**src/rtl/cwu_params.svh**
```systemverilog
`ifndef CWU_PARAMS_SVH
`define CWU_PARAMS_SVH
// Register indexes; the byte address on the bus is four times the index
`define CWU_IDX_POL 12'h611
`define CWU_IDX_SHD 12'h612
`define CWU_IDX_SRC 12'h613
`define CWU_IDX_STR 12'h614
`define CWU_IDX_CTL 12'h615
`define CWU_IDX_IST 12'h616
`define CWU_IDX_IMSK 12'h617
`define CWU_ADDR_W 14
// Field positions
`define CWU_POL_IN_BIT 5
`define CWU_SHD_BIT 7
`define CWU_REN_BIT 6
`define CWU_SD_BD_LSB 4
`define CWU_SD_AC_LSB 2
`define CWU_CTL_EN_BIT 7
// Reset values
`define CWU_SHD_RST 8'h14
`define CWU_ZERO_RST 8'h00
`define CWU_CTL_RST 8'h00
// Shutdown source count and active-low source mask (pin, cmp1, cmp2)
`define CWU_NSRC 6
`define CWU_SRC_LOWACT 6'h31
`endif

```
**src/rtl/cwu_pkg.sv**
```systemverilog
package cwu_pkg;
   typedef enum logic [1:0] {
      CWU_SD_INACTIVE = 2'b00,
      CWU_SD_TRISTATE = 2'b01,
      CWU_SD_LOW = 2'b10,
      CWU_SD_HIGH = 2'b11
   } cwu_sd_state_t;
   typedef enum logic [2:0] {
      CWU_M_ASTEER = 3'b000,
      CWU_M_SSTEER = 3'b001,
      CWU_M_FFWD = 3'b010,
      CWU_M_FREV = 3'b011,
      CWU_M_HALF = 3'b100,
      CWU_M_PUSH = 3'b101
   } cwu_mode_t;
   typedef struct packed {
      logic [3:0] val;
      logic [3:0] oe;
   } cwu_pins_t;
   typedef enum logic [1:0] {
      CWU_RUN = 2'b00,
      CWU_SHUT = 2'b01,
      CWU_WAIT_RISE = 2'b10
   } cwu_state_t;
endpackage

```
**src/rtl/cwu_sync2.sv**
```systemverilog
`timescale 1ns/1ps
module cwu_sync2 #(
   parameter int W = 1
) (
   input wire logic clk,
   input wire logic ce,
   input wire logic rst,
   input wire logic [W-1:0] d,
   output logic [W-1:0] q
);
   logic [W-1:0] s1_q;
   always_ff @(posedge clk) begin
      if (rst) begin
         s1_q <= '0;
         q <= '0;
      end else if (ce) begin
         s1_q <= d;
         q <= s1_q;
      end
   end
endmodule

```
**src/rtl/cwu_out_stage.sv**
```systemverilog
`timescale 1ns/1ps
module cwu_out_stage
   import cwu_pkg::*;
(
   input wire logic data_in,
   input wire logic steer_mode,
   input wire logic steer_en,
   input wire logic override_val,
   input wire logic invert,
   input wire logic shut,
   input wire cwu_sd_state_t sd_state,
   output logic pin_val,
   output logic pin_oe
);
   always_comb begin
      pin_oe = 1'b1;
      if (shut) begin
         case (sd_state)
            CWU_SD_HIGH: pin_val = 1'b1;
            CWU_SD_LOW: pin_val = 1'b0;
            CWU_SD_TRISTATE: begin
               pin_val = 1'b0;
               pin_oe = 1'b0;
            end
            // Inactive level with polarity; dead band is outside this block
            default: pin_val = invert;
         endcase
      end else if (steer_mode && !steer_en) begin
         pin_val = override_val;
      end else begin
         pin_val = data_in ^ invert;
      end
   end
endmodule

```
**src/rtl/cwu_top.sv**
```systemverilog
`timescale 1ns/1ps
`include "cwu_params.svh"
module cwu_top
   import cwu_pkg::*;
#(
   parameter int NSRC = `CWU_NSRC
) (
   input wire logic CLK,
   input wire logic RESET,
   input wire logic CE,
   input wire logic [`CWU_ADDR_W-1:0] AWADDR,
   input wire logic AWVALID,
   output logic AWREADY,
   input wire logic [31:0] WDATA,
   input wire logic [3:0] WSTRB,
   input wire logic WVALID,
   output logic WREADY,
   output logic [1:0] BRESP,
   output logic BVALID,
   input wire logic BREADY,
   input wire logic [`CWU_ADDR_W-1:0] ARADDR,
   input wire logic ARVALID,
   output logic ARREADY,
   output logic [31:0] RDATA,
   output logic [1:0] RRESP,
   output logic RVALID,
   input wire logic RREADY,
   input wire logic DATA_IN,
   input wire logic [NSRC-1:0] SHUTDOWN_SRC,
   output cwu_pins_t OUT_PINS,
   output logic IRQ
);
   localparam logic [NSRC-1:0] LOWACT = NSRC'(`CWU_SRC_LOWACT);

   logic data_s;
   logic [NSRC-1:0] src_s;
   cwu_sync2 #(.W(1)) u_sync_data (
      .clk(CLK), .ce(CE), .rst(RESET), .d(DATA_IN), .q(data_s)
   );
   cwu_sync2 #(.W(NSRC)) u_sync_src (
      .clk(CLK), .ce(CE), .rst(RESET), .d(SHUTDOWN_SRC), .q(src_s)
   );

   // Registers
   logic [3:0] pol_q;
   logic shd_q;
   logic ren_q;
   logic [1:0] sd_bd_q;
   logic [1:0] sd_ac_q;
   logic [NSRC-1:0] src_en_q;
   logic [3:0] ovr_q;
   logic [3:0] str_q;
   logic [3:0] str_act_q;
   logic en_q;
   logic [2:0] mode_q;
   logic [1:0] ist_q;
   logic [1:0] imsk_q;
   logic data_d1_q;
   logic hold_q;

   // AXI write channel
   logic aw_held_q;
   logic w_held_q;
   logic [`CWU_ADDR_W-1:0] awaddr_q;
   logic [31:0] wdata_q;
   logic [3:0] wstrb_q;
   logic wr_fire;
   logic [11:0] wr_idx;
   logic wr_ok;
   logic [7:0] wb;

   // Ready drops with the clock enable, so no beat is offered that would not be taken
   assign AWREADY = CE && !aw_held_q && !BVALID;
   assign WREADY = CE && !w_held_q && !BVALID;
   assign wr_fire = aw_held_q && w_held_q && !BVALID;
   assign wr_idx = 12'(awaddr_q[`CWU_ADDR_W-1:2]);
   assign wb = wdata_q[7:0];
   assign wr_ok = wstrb_q[0] && (awaddr_q[1:0] == 2'h0);

   always_ff @(posedge CLK) begin
      if (RESET) begin
         aw_held_q <= 1'b0;
         w_held_q <= 1'b0;
         awaddr_q <= '0;
         wdata_q <= '0;
         wstrb_q <= '0;
         BVALID <= 1'b0;
         BRESP <= 2'h0;
      end else if (CE) begin
         if (AWVALID && AWREADY) begin
            aw_held_q <= 1'b1;
            awaddr_q <= AWADDR;
         end
         if (WVALID && WREADY) begin
            w_held_q <= 1'b1;
            wdata_q <= WDATA;
            wstrb_q <= WSTRB;
         end
         if (wr_fire) begin
            aw_held_q <= 1'b0;
            w_held_q <= 1'b0;
            BVALID <= 1'b1;
            BRESP <= (wr_idx >= `CWU_IDX_POL && wr_idx <= `CWU_IDX_IMSK) ? 2'h0 : 2'h2;
         end else if (BVALID && BREADY) begin
            BVALID <= 1'b0;
         end
      end
   end

   function automatic logic wr_to(input logic [11:0] idx);
      return wr_fire && wr_ok && (wr_idx == idx);
   endfunction

   // Plain configuration registers
   always_ff @(posedge CLK) begin
      if (RESET) begin
         pol_q <= 4'h0;
         ren_q <= 1'b0;
         sd_bd_q <= 2'(`CWU_SHD_RST >> `CWU_SD_BD_LSB);
         sd_ac_q <= 2'(`CWU_SHD_RST >> `CWU_SD_AC_LSB);
         src_en_q <= '0;
         ovr_q <= 4'h0;
         str_q <= 4'h0;
         en_q <= 1'b0;
         mode_q <= 3'h0;
         imsk_q <= 2'h0;
      end else if (CE) begin
         if (wr_to(`CWU_IDX_POL)) begin
            pol_q <= wb[3:0];
         end
         if (wr_to(`CWU_IDX_SHD)) begin
            ren_q <= wb[`CWU_REN_BIT];
            sd_bd_q <= wb[`CWU_SD_BD_LSB +: 2];
            sd_ac_q <= wb[`CWU_SD_AC_LSB +: 2];
         end
         if (wr_to(`CWU_IDX_SRC)) begin
            src_en_q <= wb[NSRC-1:0];
         end
         if (wr_to(`CWU_IDX_STR)) begin
            ovr_q <= wb[7:4];
            str_q <= wb[3:0];
         end
         if (wr_to(`CWU_IDX_CTL)) begin
            en_q <= wb[`CWU_CTL_EN_BIT];
            mode_q <= wb[2:0];
         end
         if (wr_to(`CWU_IDX_IMSK)) begin
            imsk_q <= wb[1:0];
         end
      end
   end

   // Shutdown sources: timers high-active, pin and comparators low-active
   logic [NSRC-1:0] src_hit;
   logic src_any;
   logic data_rise;
   assign src_hit = src_en_q & (src_s ^ LOWACT);
   assign src_any = |src_hit;
   assign data_rise = data_s && !data_d1_q;

   always_ff @(posedge CLK) begin
      if (RESET) begin
         data_d1_q <= 1'b0;
      end else if (CE) begin
         data_d1_q <= data_s;
      end
   end

   // Shutdown status: hardware set wins over any clear
   always_ff @(posedge CLK) begin
      if (RESET) begin
         shd_q <= 1'b0;
      end else if (CE) begin
         if (en_q && src_any) begin
            shd_q <= 1'b1;
         end else if (wr_to(`CWU_IDX_SHD) && (!en_q || !wb[`CWU_SHD_BIT])) begin
            shd_q <= wb[`CWU_SHD_BIT];
         end else if (ren_q && !src_any) begin
            shd_q <= 1'b0;
         end
      end
   end

   // Outputs stay shut after the bit clears until a data rising edge
   always_ff @(posedge CLK) begin
      if (RESET) begin
         hold_q <= 1'b0;
      end else if (CE) begin
         if (shd_q) begin
            hold_q <= 1'b1;
         end else if (data_rise) begin
            hold_q <= 1'b0;
         end
      end
   end

   // Synchronous steering loads new enables on the data rising edge
   always_ff @(posedge CLK) begin
      if (RESET) begin
         str_act_q <= 4'h0;
      end else if (CE) begin
         if (mode_q != CWU_M_SSTEER || data_rise) begin
            str_act_q <= str_q;
         end
      end
   end

   // Events: bit0 shutdown entered, bit1 shutdown released
   logic shd_d1_q;
   always_ff @(posedge CLK) begin
      if (RESET) begin
         shd_d1_q <= 1'b0;
      end else if (CE) begin
         shd_d1_q <= shd_q;
      end
   end

   logic [1:0] ev;
   assign ev = {shd_d1_q && !shd_q, shd_q && !shd_d1_q};

   always_ff @(posedge CLK) begin
      if (RESET) begin
         ist_q <= 2'h0;
      end else if (CE) begin
         if (wr_to(`CWU_IDX_IST)) begin
            ist_q <= (ist_q & ~wb[1:0]) | ev;
         end else begin
            ist_q <= ist_q | ev;
         end
      end
   end
   assign IRQ = |(ist_q & imsk_q);

   // Output stages
   logic shut;
   logic steer_mode;
   assign shut = shd_q || hold_q;
   assign steer_mode = (mode_q[2:1] == 2'b00);

   cwu_pins_t pins_c;
   genvar g;
   generate
      for (g = 0; g < 4; g++) begin : g_out
         // Outputs A and C use the A/C field, B and D the B/D field
         cwu_out_stage u_out (
            .data_in(data_s),
            .steer_mode(steer_mode),
            .steer_en(str_act_q[g]),
            .override_val(ovr_q[g]),
            .invert(pol_q[g]),
            .shut(shut),
            .sd_state(cwu_sd_state_t'((g % 2 == 1) ? sd_bd_q : sd_ac_q)),
            .pin_val(pins_c.val[g]),
            .pin_oe(pins_c.oe[g])
         );
      end
   endgenerate

   // Disabled unit drives nothing unless shutdown or the post-shutdown hold is in force
   always_ff @(posedge CLK) begin
      if (RESET) begin
         OUT_PINS <= '0;
      end else if (CE) begin
         if (en_q || shut) begin
            OUT_PINS <= pins_c;
         end else begin
            OUT_PINS <= '0;
         end
      end
   end

   // AXI read channel
   logic [11:0] rd_idx;
   logic [7:0] rd_byte;
   assign rd_idx = 12'(ARADDR[`CWU_ADDR_W-1:2]);
   assign ARREADY = CE && !RVALID;

   always_comb begin
      case (rd_idx)
         `CWU_IDX_POL: rd_byte = {2'b00, data_s, 1'b0, pol_q};
         `CWU_IDX_SHD: rd_byte = {shd_q, ren_q, sd_bd_q, sd_ac_q, 2'b00};
         `CWU_IDX_SRC: rd_byte = 8'(src_en_q);
         `CWU_IDX_STR: rd_byte = {ovr_q, str_q};
         `CWU_IDX_CTL: rd_byte = {en_q, 4'h0, mode_q};
         `CWU_IDX_IST: rd_byte = {6'h00, ist_q};
         `CWU_IDX_IMSK: rd_byte = {6'h00, imsk_q};
         default: rd_byte = 8'h00;
      endcase
   end

   always_ff @(posedge CLK) begin
      if (RESET) begin
         RVALID <= 1'b0;
         RDATA <= 32'h0;
         RRESP <= 2'h0;
      end else if (CE) begin
         if (ARVALID && ARREADY) begin
            RVALID <= 1'b1;
            RDATA <= {24'h000000, rd_byte};
            RRESP <= (rd_idx >= `CWU_IDX_POL && rd_idx <= `CWU_IDX_IMSK) ? 2'h0 : 2'h2;
         end else if (RVALID && RREADY) begin
            RVALID <= 1'b0;
         end
      end
   end

   // Checks
   shd_hw_set_a: assert property (@(posedge CLK) disable iff (RESET)
      CE && en_q && src_any |=> shd_q)
      else $error("shutdown not set by source");
   shd_restart_a: assert property (@(posedge CLK) disable iff (RESET)
      CE && shd_q && !ren_q && !wr_to(`CWU_IDX_SHD) |=> shd_q)
      else $error("shutdown cleared without restart");
   shd_hold_a: assert property (@(posedge CLK) disable iff (RESET)
      CE && $fell(shd_q) && !data_rise |-> hold_q)
      else $error("outputs released before rising edge");
   steer_buf_a: assert property (@(posedge CLK) disable iff (RESET)
      CE && mode_q == CWU_M_SSTEER && !data_rise |=> $stable(str_act_q))
      else $error("steering changed without edge");
   sd_high_a: assert property (@(posedge CLK) disable iff (RESET)
      CE && shut && sd_ac_q == 2'b11 |=> OUT_PINS.val[0] || !CE)
      else $error("A not high in shutdown");
   sd_tri_a: assert property (@(posedge CLK) disable iff (RESET)
      CE && shut && sd_bd_q == 2'b01 |=> !OUT_PINS.oe[1] || !CE)
      else $error("B not tristated");
   in_level_a: assert property (@(posedge CLK) disable iff (RESET)
      ARVALID && ARREADY && CE && rd_idx == `CWU_IDX_POL |=> RDATA[`CWU_POL_IN_BIT] == $past(data_s))
      else $error("input level readback wrong");
   src_mask_a: assert property (@(posedge CLK) disable iff (RESET)
      src_en_q == '0 |-> !src_any)
      else $error("disabled source hit");
   irq_a: assert property (@(posedge CLK) disable iff (RESET)
      CE && $rose(shd_q) |=> ist_q[0] && (IRQ || !imsk_q[0]))
      else $error("shutdown event not flagged");
endmodule

```
**config.mk**
```make
export PLATFORM = sky130hd
export DESIGN_NAME = cwu_top
export DESIGN_NICKNAME = d
export VERILOG_FILES = /design/src/rtl/cwu_pkg.sv /design/src/rtl/cwu_sync2.sv /design/src/rtl/cwu_out_stage.sv /design/src/rtl/cwu_top.sv
export VERILOG_INCLUDE_DIRS = /design/src /design/src/rtl
export SDC_FILE = /design/constraint.sdc
export NUM_CORES = 1
export LEC_CHECK = 0
export CAP_MARGIN = 10
export CORE_AREA = 3 3 102 104
export DETAILED_ROUTE_END_ITERATION = 8
export DIE_AREA = 0 0 105 107
export DONT_BUFFER_PORTS = 1
export PLACE_DENSITY_LB_ADDON = 0.25
export SLEW_MARGIN = 20
export SYNTH_ARGS = -nofsm -noshare
export SYNTH_HDL_FRONTEND = slang
export SYNTH_SLANG_ARGS = --single-unit
```
**constraint.sdc**
```tcl
create_clock -name CLK -period 1.7 [get_ports CLK]
set_input_delay 0.17 -clock CLK [delete_from_list [all_inputs] [get_ports CLK]]
set_output_delay 0.17 -clock CLK [all_outputs]
set_load 0.02 [all_outputs]
```
==> out/qor.yml, run 1 <==
global_route:
  gr-usage-all-layers_pct: 18.5
  grt_pass1_vias: 3273
  grt-ovfl-total: 0
  antenna_found_initial: 0
  grt_pass1_wl_um: 16500
  grt_max_degree: 90
power_and_ir_drop:
  leakage_nw: 1.95
  power_mw: 3.99
  clkPwrFrac_pct: 33.5
  p_switching_uw: 999
  vdd_drop_max_uv: 456
  power_density_nw_per_um2: 801
  internal-power_mw: 2.99
  pwr-share-seq_pct: 59.2
  power_frac_comb_pct: 7.3
  swShare_pct: 25.0
placed_design:
  place.gp.congestion: 0.807
  portBuffers: 0
  place_ws_ns: -0.0940
  dpl.hpwl_um: 7060
timing:
  finalSetupViolCount: 17
  rsz0062_at_grt: "true"
  setup_ws_ns: -0.0665
  maxSlewViolCount: 0
  final-hold-violation-count: 67
  whs_ns: -0.120
  setup_tns_ns: -0.664
  worst_slew_pin_slew_ns: 0.543
  clock_skew_ns: 0.00820
  timing.final.crit_share_pct: 104
  period_minus_slack_ns: 1.77
  fmax_mhz: 566
  timing.slew.headroom_pct: 63.3
detailed_routing:
  viasPerCell: 5.26
  wl_per_cell_um: 15.8
  ant_nets: 0
  routed_wl_um: 10300
  dr_total_vias: 3426
  first_iter_violations: 192
  dr.pass1.iters: 4
  drc: 0
worst_setup_path:
  crit_start: "awaddr_q[0]"
  path_cells: "nor4b_4 > nand3_4 > or4_4 > o21ai_2 > a21oi_1"
  cp_slowest_cell: "or4_4"
  timing_worst_setup_path_type: "flop to flop"
  worst_path_largest_cell_delay_ns: 0.60
  r2r-start: "awaddr_q[0]"
  reg2reg_depth: 5
  setup.worst_path.end_class: "flop"
  crit_required_ns: 1.94
  path_delay_family: "simple AND/OR/NAND/NOR gates"
  path_buf_inv: 0
  worstPathMaxFanout: 6
  crit_arrival_ns: 2.01
  rrSetupSlack_ns: -0.07
  setup.worst_path.start_class: "flop"
  reg2reg_to: "ist_q[1]"
hold_path:
  hold_path.class: "primary input to flop"
  hold_depth: 1
  hold-path-endpoint: "awaddr_q[10]"
  min_from: "RESET"
layout:
  nets: 593
  seq_area_um2: 1920
  final_util_pct: 51.7
  insertedDiodeCount: 0
  multi_input_area_um2: 2250
  area_growth_pct: 14.3
  fillCellCount: 951
  drive_gt1_share_pct: 13.7
synthesis:
  ys_seq_elements: 96
  synth_area_um2: 4360
  ys.flop_type: "dfxtp_1"
  synth.yosys.seq_area_share_pct: 44.1
  synth_edf_count: 0
  syn_inst: 485
  ys_types: 51
  async_flop_share_pct: 0
  avgSynthCellArea_um2: 8.99
  synth_warnings: 0
floorplan:
  rows: 36
  dieHeight_um: 107
  die-area_um2: 11200
  dieWidth_um: 105
  start_util_pct: 45.2
  io_pins: 129
  fp.coreArea_um2: 9640
cts:
  clk_latency_ns: 0.35
  htree_levels: 3
  cts_tree: "built"
  cts.sinks: 96
  numCtsBuffers: 9
  cts_root_buf: "clkbuf_8"
  clkTransAtPathRegs_ns: 0.09
  cts_max_path_buffers: 2
outcome:
  violations: "hold timing, setup timing"
  status: "finished with violations"
run:
  cap_violations: 0
==> area by class of cell <==
| type | count | area share (%) |
|---|---|---|
| multi-input combinational | 350 | 45.2 |
| tap | 133 | 3.34 |
| clock buffer | 10 | 2.76 |
| timing repair buffer | 45 | 8.54 |
| clock inverter | 5 | 0.653 |
| inverter | 12 | 0.905 |
| sequential | 96 | 38.6 |
==> state kept, by name, indices dropped and copies added, names as in the netlist, 2 cells and up <==
signal and flops:
src_en_q 6, str_q 4, ist_q 2, imsk_q 2, OUT_PINS 6, mode_q 3, RDATA 8, awaddr_q 14
u_sync_src.s1_q 6, u_sync_src.q 6, pol_q 4, sd_ac_q 2, wdata_q 8, sd_bd_q 2, str_act_q 4, ovr_q 4
==> Yosys cell counts, types with 2 or more instances <==
cell      number  area, um2
a21oi_1       38        190
a22oi_1       14        105
and2_1         4       25.0
buf_1          2       7.51
buf_4         28        210
clkbuf_1      21       78.8
dfxtp_1       96       1920
inv_1         11       41.3
mux2i_1       51        510
mux4_2         2       45.0
nand2_1       63        236
nand2b_1       8       50.1
nand3_1        4       20.0
nor2_1        64        240
nor2b_1        5       31.3
nor3_1         4       20.0
nor3_2         2       20.0
nor4_4         4       85.1
o211ai_1       2       15.0
o21a_1         2       15.0
o21ai_0       16       80.1
o221a_2        4       45.0
o221ai_1       2       17.5
o22ai_1        2       12.5
o311a_1        4       40.0
o311ai_0       3       26.3
or4_1          2       15.0
xnor2_1        4       35.0
==> stage by stage <==
stage                     cell area (um2)  cells
after detailed placement             4510    613
after global placement               4510    613
after CTS                            4910    650
final                                4980    651
after floorplan                      4460    510
after global routing                 4980    651
==> routing by layer <==
metal	wire length (um)	up-vias	track usage (%)
li1	-	1695	-
met1	4730	1636	24.3
met2	4940	82	30.0
met3	477	13	3.85
met4	144	0	6.65
met5	0	-	0
==> kinds of logic after synthesis <==
logic type / share of synthesized area (%)
AND/OR/NAND/NOR: 20.1
flip-flops: 44.1
AO/OA/AOI/OAI: 14.2
buffers and inverters: 7.95
multiplexers: 12.7
XOR/XNOR: 0.804
other: 0.0861
==> worst register-to-register path, delay by kind of cell (launching register included) <==
kind             cells  cell delay [ns]
flip-flops           1             0.34
AND/OR/NAND/NOR      3             1.12
AO/OA/AOI/OAI        2             0.20
==> how the worst max path moves through the flow <==
stage               slack (ns)  depth (start not counted)          end
floorplan                -0.04                          5  src_en_q[5]
global placement         -0.03                          5     ist_q[0]
detailed placement       -0.09                          5     ist_q[1]
CTS                      -0.06                          5        shd_q
global route             -0.18                          5        shd_q
finish                   -0.07                          5     ist_q[1]
==> cell usage in the layout, fill, tap and decap left out, types with 3 or more instances in the layout <==
master         synthesis  layout
dlygate4sd3_1          0      22
o21ai_0               16      14
o221a_2                4       4
nor2b_1                5       4
a21oi_1               38      38
buf_4                 28      19
and2_1                 4       3
nand3_1                4       4
o311ai_0               3       3
nor2_1                64      62
clkbuf_8               0      10
nor4_4                 4       4
conb_1                 1      26
mux2i_1               51      51
inv_1                 11      11
o311a_1                4       4
clkinv_2               0       3
nand2b_1               8       8
a22oi_1               14      14
xnor2_1                4       4
dfxtp_1               96      94
nor3_1                 4       4
nand2_1               63      62
==> power by group through the flow <==
| stage | logic (mW) | clock network (mW) | registers, mW |
|---|---|---|---|
| finish | 0.290 | 1.34 | 2.36 |
| global route | 0.323 | 1.47 | 2.37 |
| CTS | 0.282 | 1.38 | 2.36 |
| detailed placement | 0.249 | 0 | 2.41 |
| global placement | 0.244 | 0 | 2.41 |
| floorplan | 0.300 | 0 | 2.40 |
==> timing repair <==
item,4_1_cts,5_1_grt
setup buffers,1,0
gates resized for setup,3,15
pin swaps,3,3
endpoints found under the setup margin,24,33
hold endpoints to repair,89,69
gates cloned,0,0
hold buffers,21,1
Power figures use the tool's default switching activity.
==> run 2, diff against run 1 <==
- SLEW_MARGIN: 20 -> 10
- clock period: 1.7 -> 2.02 ns (I/O delays scaled with it)
==> out/qor.yml, run 2 (same netlist as run 1, synthesis figures left out) <==
outcome:
  status: "completed"  # was finished with violations
cts:
  cts.sinks: 96  # unchanged
  clkTransAtPathRegs_ns: 0.09  # about the same
  cts_root_buf: "clkbuf_8"  # unchanged
  cts_tree: "built"  # unchanged
  numCtsBuffers: 9  # unchanged
  htree_levels: 3  # unchanged
  clk_latency_ns: 0.36  # was 0.35 ns
  cts_max_path_buffers: 2  # unchanged
  cts_resized: 0  # was 3
power_and_ir_drop:
  vdd_drop_max_uv: 352  # was 456 uV
  clkPwrFrac_pct: 37.7  # was 33.5%
  p_switching_uw: 881  # was 999 uW
  power_frac_comb_pct: 7.8  # was 7.3%
  power_density_nw_per_um2: 734  # was 801 nW/um2
  internal-power_mw: 2.77  # was 2.99 mW
  swShare_pct: 24.1  # was 25.0%
  leakage_nw: 1.88  # was 1.95 nW
  pwr-share-seq_pct: 54.5  # was 59.2%
  power_mw: 3.65  # was 3.99 mW
detailed_routing:
  viasPerCell: 5.29  # was 5.26
  first_iter_violations: 190  # was 192
  wl_per_cell_um: 15.9  # was 15.8 um
  dr.pass1.iters: 5  # was 4
  routed_wl_um: 10400  # was 10300 um
  drc: 0  # unchanged
  dr_total_vias: 3443  # was 3426
  ant_nets: 0  # unchanged
layout:
  largestRegisters: "awaddr_q x14, RDATA x8, wdata_q x8"  # unchanged
  nets: 592  # was 593
  layout_commonest_cell: "dfxtp_1"  # unchanged
  largest_register_ff_count: 14  # unchanged
  fin_cells: 651  # unchanged
  insertedDiodeCount: 0  # unchanged
  drive_gt1_share_pct: 9.07  # was 13.7%
  mostFrequentLayoutCells: "dfxtp_1, nor2_1, nand2_1"  # unchanged
  area_growth_pct: 14.2  # was 14.3%
  regMostFlops: "awaddr_q"  # unchanged
worst_setup_path:
  setup.worst_path.start_class: "flop"  # unchanged
  timing_worst_setup_path_type: "flop to flop"  # unchanged
  worstPathMaxFanout: 6  # unchanged
  setup.worst_path.end_class: "flop"  # unchanged
  crit_arrival_ns: 2.08  # was 2.01 ns
  crit_required_ns: 2.26  # was 1.94 ns
placed_design:
  place.gp.congestion: 0.924  # was 0.807
  placed_cells: 600  # was 613
  portBuffers: 0  # unchanged
  dpl.hpwl_um: 7060  # about the same
global_route:
  grt_pass1_wl_um: 16700  # was 16500 um
  antenna_found_initial: 0  # unchanged
  grt-ovfl-total: 0  # unchanged
  gr-usage-all-layers_pct: 18.6  # was 18.5%
  grt_pass1_vias: 3208  # was 3273
  grt_max_degree: 87  # was 90
floorplan:
  dieHeight_um: 107  # unchanged
  dieWidth_um: 105  # unchanged
  io_pins: 129  # unchanged
  start_util_pct: 45.2  # unchanged
  rows: 36  # unchanged
  die-area_um2: 11200  # unchanged
  fp.coreArea_um2: 9640  # unchanged
timing:
  clock_skew_ns: 0.0105  # was 0.00820 ns
  whs_ns: 0.0316  # was -0.120 ns
  period_minus_slack_ns: 1.84  # was 1.77 ns
  final-hold-violation-count: 0  # was 67
  worst_slew_pin_slew_ns: 0.557  # was 0.543 ns
  fmax_mhz: 543  # was 566 MHz
  timing.slew.headroom_pct: 62.7  # was 63.3%
  timing.final.crit_share_pct: 91.1  # was 104%
  finalSetupViolCount: 0  # was 17
  maxSlewViolCount: 0  # unchanged
hold_path:
  hold_path.class: "primary input to flop"  # unchanged
run:
  cap_violations: 0  # unchanged
==> run 2: timing repair <==
action,4_1_cts,5_1_grt
setup endpoints to repair,0,4
hold endpoints to repair,86,0
hold buffers,34,0
buffers inserted,0,1
==> run 2: routing by layer <==
layer,GRT usage [%],wire length (um),vias up
met1,22.8,4500,1633
met2,32.2,5180,109
met4,6.47,146,0
li1,-,-,1690
met3,4.15,537,11
met5,0,0,-
==> run 2: critical path: stages, from the launching register on <==
cell and delay (ns):
dfxtp_1 0.34, nor3b_2 0.28, nand3_1 0.32, nor4_4 0.30, buf_4 0.22, mux2i_1 0.19, nor2_1 0.06
==> run 2: final timing paths <==
check / cells past startpoint / start / slack, ns / to
worst max-delay path: 6 / awaddr_q[13] / 0.18 / src_en_q[1]
worst max register to register: 6 / awaddr_q[13] / 0.18 / src_en_q[1]
worst min register to register: 2 / awaddr_q[10] / 0.46 / awaddr_q[10]
worst min-delay path: 2 / ARVALID / 0.03 / RRESP[1]
==> run 2: layout make-up <==
class                           count  area [um2]
Fill cell                         909        4660
Inverter                           12        45.0
Sequential cell                    96        1920
Multi-Input combinational cell    350        2180
Tap cell                          133         166
Timing Repair Buffer               44         433
Clock buffer                       13         179
Clock inverter                      3        46.3
==> run 2: power groups by stage <==
stage	Clock [mW]	Combinational [mW]	Sequential (mW)
2_1_floorplan	0	0.252	2.02
3_3_place_gp	0	0.195	2.03
3_5_place_dp	0	0.199	2.04
4_1_cts	1.40	0.286	1.99
5_1_grt	1.48	0.316	2.00
6_report	1.38	0.287	1.99
==> run 2: through the flow <==
step | instance area, um2 | setup slack, ns | setup TNS, ns | utilization, %
floorplan | 4450 | 0.185 | 0 | -
global route | 4970 | -0.0119 | -0.0121 | 51.6
CTS | 4970 | 0.127 | 0 | 51.5
finish | 4970 | 0.180 | 0 | 51.6
detailed placement | 4380 | 0.176 | 0 | 45.5
global placement | 4380 | 0.230 | 0 | 45.5
==> run 3, diff against run 2 <==
- clock period: 2.02 -> 2.3 ns (I/O delays scaled with it)
==> out/qor.yml, run 3 (same netlist as run 1, synthesis figures left out) <==
outcome:
  status: "completed"  # unchanged
layout:
  layout_commonest_cell: "dfxtp_1"  # unchanged
  insertedDiodeCount: 0  # unchanged
  mostFrequentLayoutCells: "dfxtp_1, nor2_1, nand2_1"  # unchanged
  area_growth_pct: 8.81  # was 14.2%
  largestRegisters: "awaddr_q x14, RDATA x8, wdata_q x8"  # unchanged
  seq_area_um2: 1920  # unchanged
  drive_gt1_share_pct: 8.69  # was 9.07%
  nets: 571  # was 592
  multi_input_area_um2: 2180  # about the same
  largest_register_ff_count: 14  # unchanged
  fillCellCount: 964  # was 909
  regMostFlops: "awaddr_q"  # unchanged
timing:
  whs_ns: 0.00814  # was 0.0316 ns
  finalSetupViolCount: 0  # unchanged
  rsz0062_at_grt: "false"
  final-hold-violation-count: 0  # unchanged
  worst_slew_pin_slew_ns: 0.578  # was 0.557 ns
  timing.slew.headroom_pct: 61.4  # was 62.7%
  timing.final.crit_share_pct: 88.5  # was 91.1%
  clock_skew_ns: 0.0121  # was 0.0105 ns
  setup_tns_ns: 0  # unchanged
  period_minus_slack_ns: 2.03  # was 1.84 ns
  fmax_mhz: 492  # was 543 MHz
  maxSlewViolCount: 0  # unchanged
worst_setup_path:
  worstPathMaxFanout: 14  # was 6
  path_cells: "nand2b_1 > nor2_1 > nand2_1 > nand2_1 > a21oi_1 > dlygate4sd3_1"  # was nor3b_2 > nand3_1 > nor4_4 > buf_4 > mux2i_1 > nor2_1
  setup.worst_path.start_class: "flop"  # unchanged
  setup.worst_path.end_class: "flop"  # unchanged
  crit_arrival_ns: 2.29  # was 2.08 ns
  worst_path_largest_cell_delay_ns: 0.56  # was 0.34 ns
  crit_required_ns: 2.55  # was 2.26 ns
  timing_worst_setup_path_type: "flop to flop"  # unchanged
  cp_slowest_cell: "dlygate4sd3_1"  # was dfxtp_1
  crit_top_cell: "nand2_1"
power_and_ir_drop:
  leakage_nw: 1.78  # was 1.88 nW
  power_density_nw_per_um2: 647  # was 734 nW/um2
  vdd_drop_max_uv: 287  # was 352 uV
hold_path:
  hold_path.class: "primary input to flop"  # unchanged
global_route:
  antenna_found_initial: 0  # unchanged
  grt_pass1_vias: 3190  # was 3208
  gr-usage-all-layers_pct: 17.9  # was 18.6%
  grt-ovfl-total: 0  # unchanged
  grt_pass1_wl_um: 16000  # was 16700 um
  grt_max_degree: 87  # unchanged
detailed_routing:
  ant_nets: 0  # unchanged
  dr_total_vias: 3317  # was 3443
  routed_wl_um: 9830  # was 10400 um
  wl_per_cell_um: 15.7  # was 15.9 um
  drc: 0  # unchanged
  first_iter_violations: 164  # was 190
  dr.pass1.iters: 4  # was 5
  top_layer: "met4"  # unchanged
  met1_length_um: 4280  # was 4500 um
  wl_met2_um: 4790  # was 5180 um
  dr_wl_met3_um: 518  # was 537 um
  viasPerCell: 5.28  # was 5.29
cts:
  cts_max_path_buffers: 2  # unchanged
  htree_levels: 3  # unchanged
  clkTransAtPathRegs_ns: 0.09  # about the same
  cts.sinks: 96  # unchanged
  clk_latency_ns: 0.36  # about the same
  cts_root_buf: "clkbuf_8"  # unchanged
  cts_tree: "built"  # unchanged
  numCtsBuffers: 9  # unchanged
placed_design:
  place.gp.congestion: 0.885  # was 0.924
  dpl.hpwl_um: 6970  # was 7060 um
  portBuffers: 0  # unchanged
floorplan:
  die-area_um2: 11200  # unchanged
  dieWidth_um: 105  # unchanged
  io_pins: 129  # unchanged
  dieHeight_um: 107  # unchanged
  start_util_pct: 45.2  # unchanged
  rows: 36  # unchanged
  fp.coreArea_um2: 9640  # unchanged
run:
  cap_violations: 0  # unchanged
==> run 3: cell types whose count changed in the layout (fill, tap and decap cells not counted) <==
cell,change
dlygate4sd3_1,-18
and2_1,-1
and2_2,+1
clkbuf_8,-2
inv_6,-1
clkinv_2,+1
buf_4,-3
==> run 3: final cells by class <==
class | count | share of cell area (%)
Sequential cell | 96 | 40.5
Timing Repair Buffer | 23 | 4.85
Multi-Input combinational cell | 350 | 46.1
Clock buffer | 11 | 3.19
Clock inverter | 3 | 0.897
Tap cell | 133 | 3.51
Inverter | 12 | 0.950
==> run 3: report_power, final <==
part / switching [mW] / leakage [nW] / internal, mW / total (mW)
registers: 0.0456 / 0.779 / 1.70 / 1.75
clock network: 0.550 / 0.0973 / 0.548 / 1.10
logic: 0.136 / 0.904 / 0.0847 / 0.221
total: 0.732 / 1.78 / 2.33 / 3.07
==> run 3: final timing paths <==
path / start / endpoint / slack, ns / depth (start not counted)
hold / removal: WDATA[2] / wdata_q[2] / 0.008 / 2
setup / recovery: BVALID / awaddr_q[9] / 0.27 / 6
hold reg to reg: awaddr_q[10] / awaddr_q[10] / 0.46 / 2
setup reg to reg: BVALID / awaddr_q[9] / 0.27 / 6
==> run 3: what timing repair did <==
item,in CTS,in global routing
buffers inserted,0,0
resized for setup,0,1
endpoints found under the hold margin,86,0
setup endpoints to repair,0,1
hold buffers,16,0
==> run 3: critical path: cells and delay by family (launching register included) <==
kind                   cells  cell delay (ns)
AOI/OAI and AO/OA          1             0.07
DFF                        1             0.42
buffers and inverters      1             0.56
and+or+nand+nor            4             0.87
==> run 3: per-stage QoR <==
stage	setup slack, ns	total power, mW	util, %	cells	cell area (um2)
after floorplan	0.465	1.99	-	510	4450
after global placement	0.443	1.95	45.3	598	4370
after detailed placement	0.408	1.96	45.3	598	4370
after CTS	0.131	3.10	49.2	628	4740
after global routing	0.0905	3.18	49.2	628	4740
final	0.265	3.07	49.2	628	4740
==> run 3: per-layer routing <==
layer  up-vias  GRT usage [%]
li1       1641              -
met2       102           30.6
met5         -              0
met1      1553           21.7
met4         0           7.12
met3        21           4.09
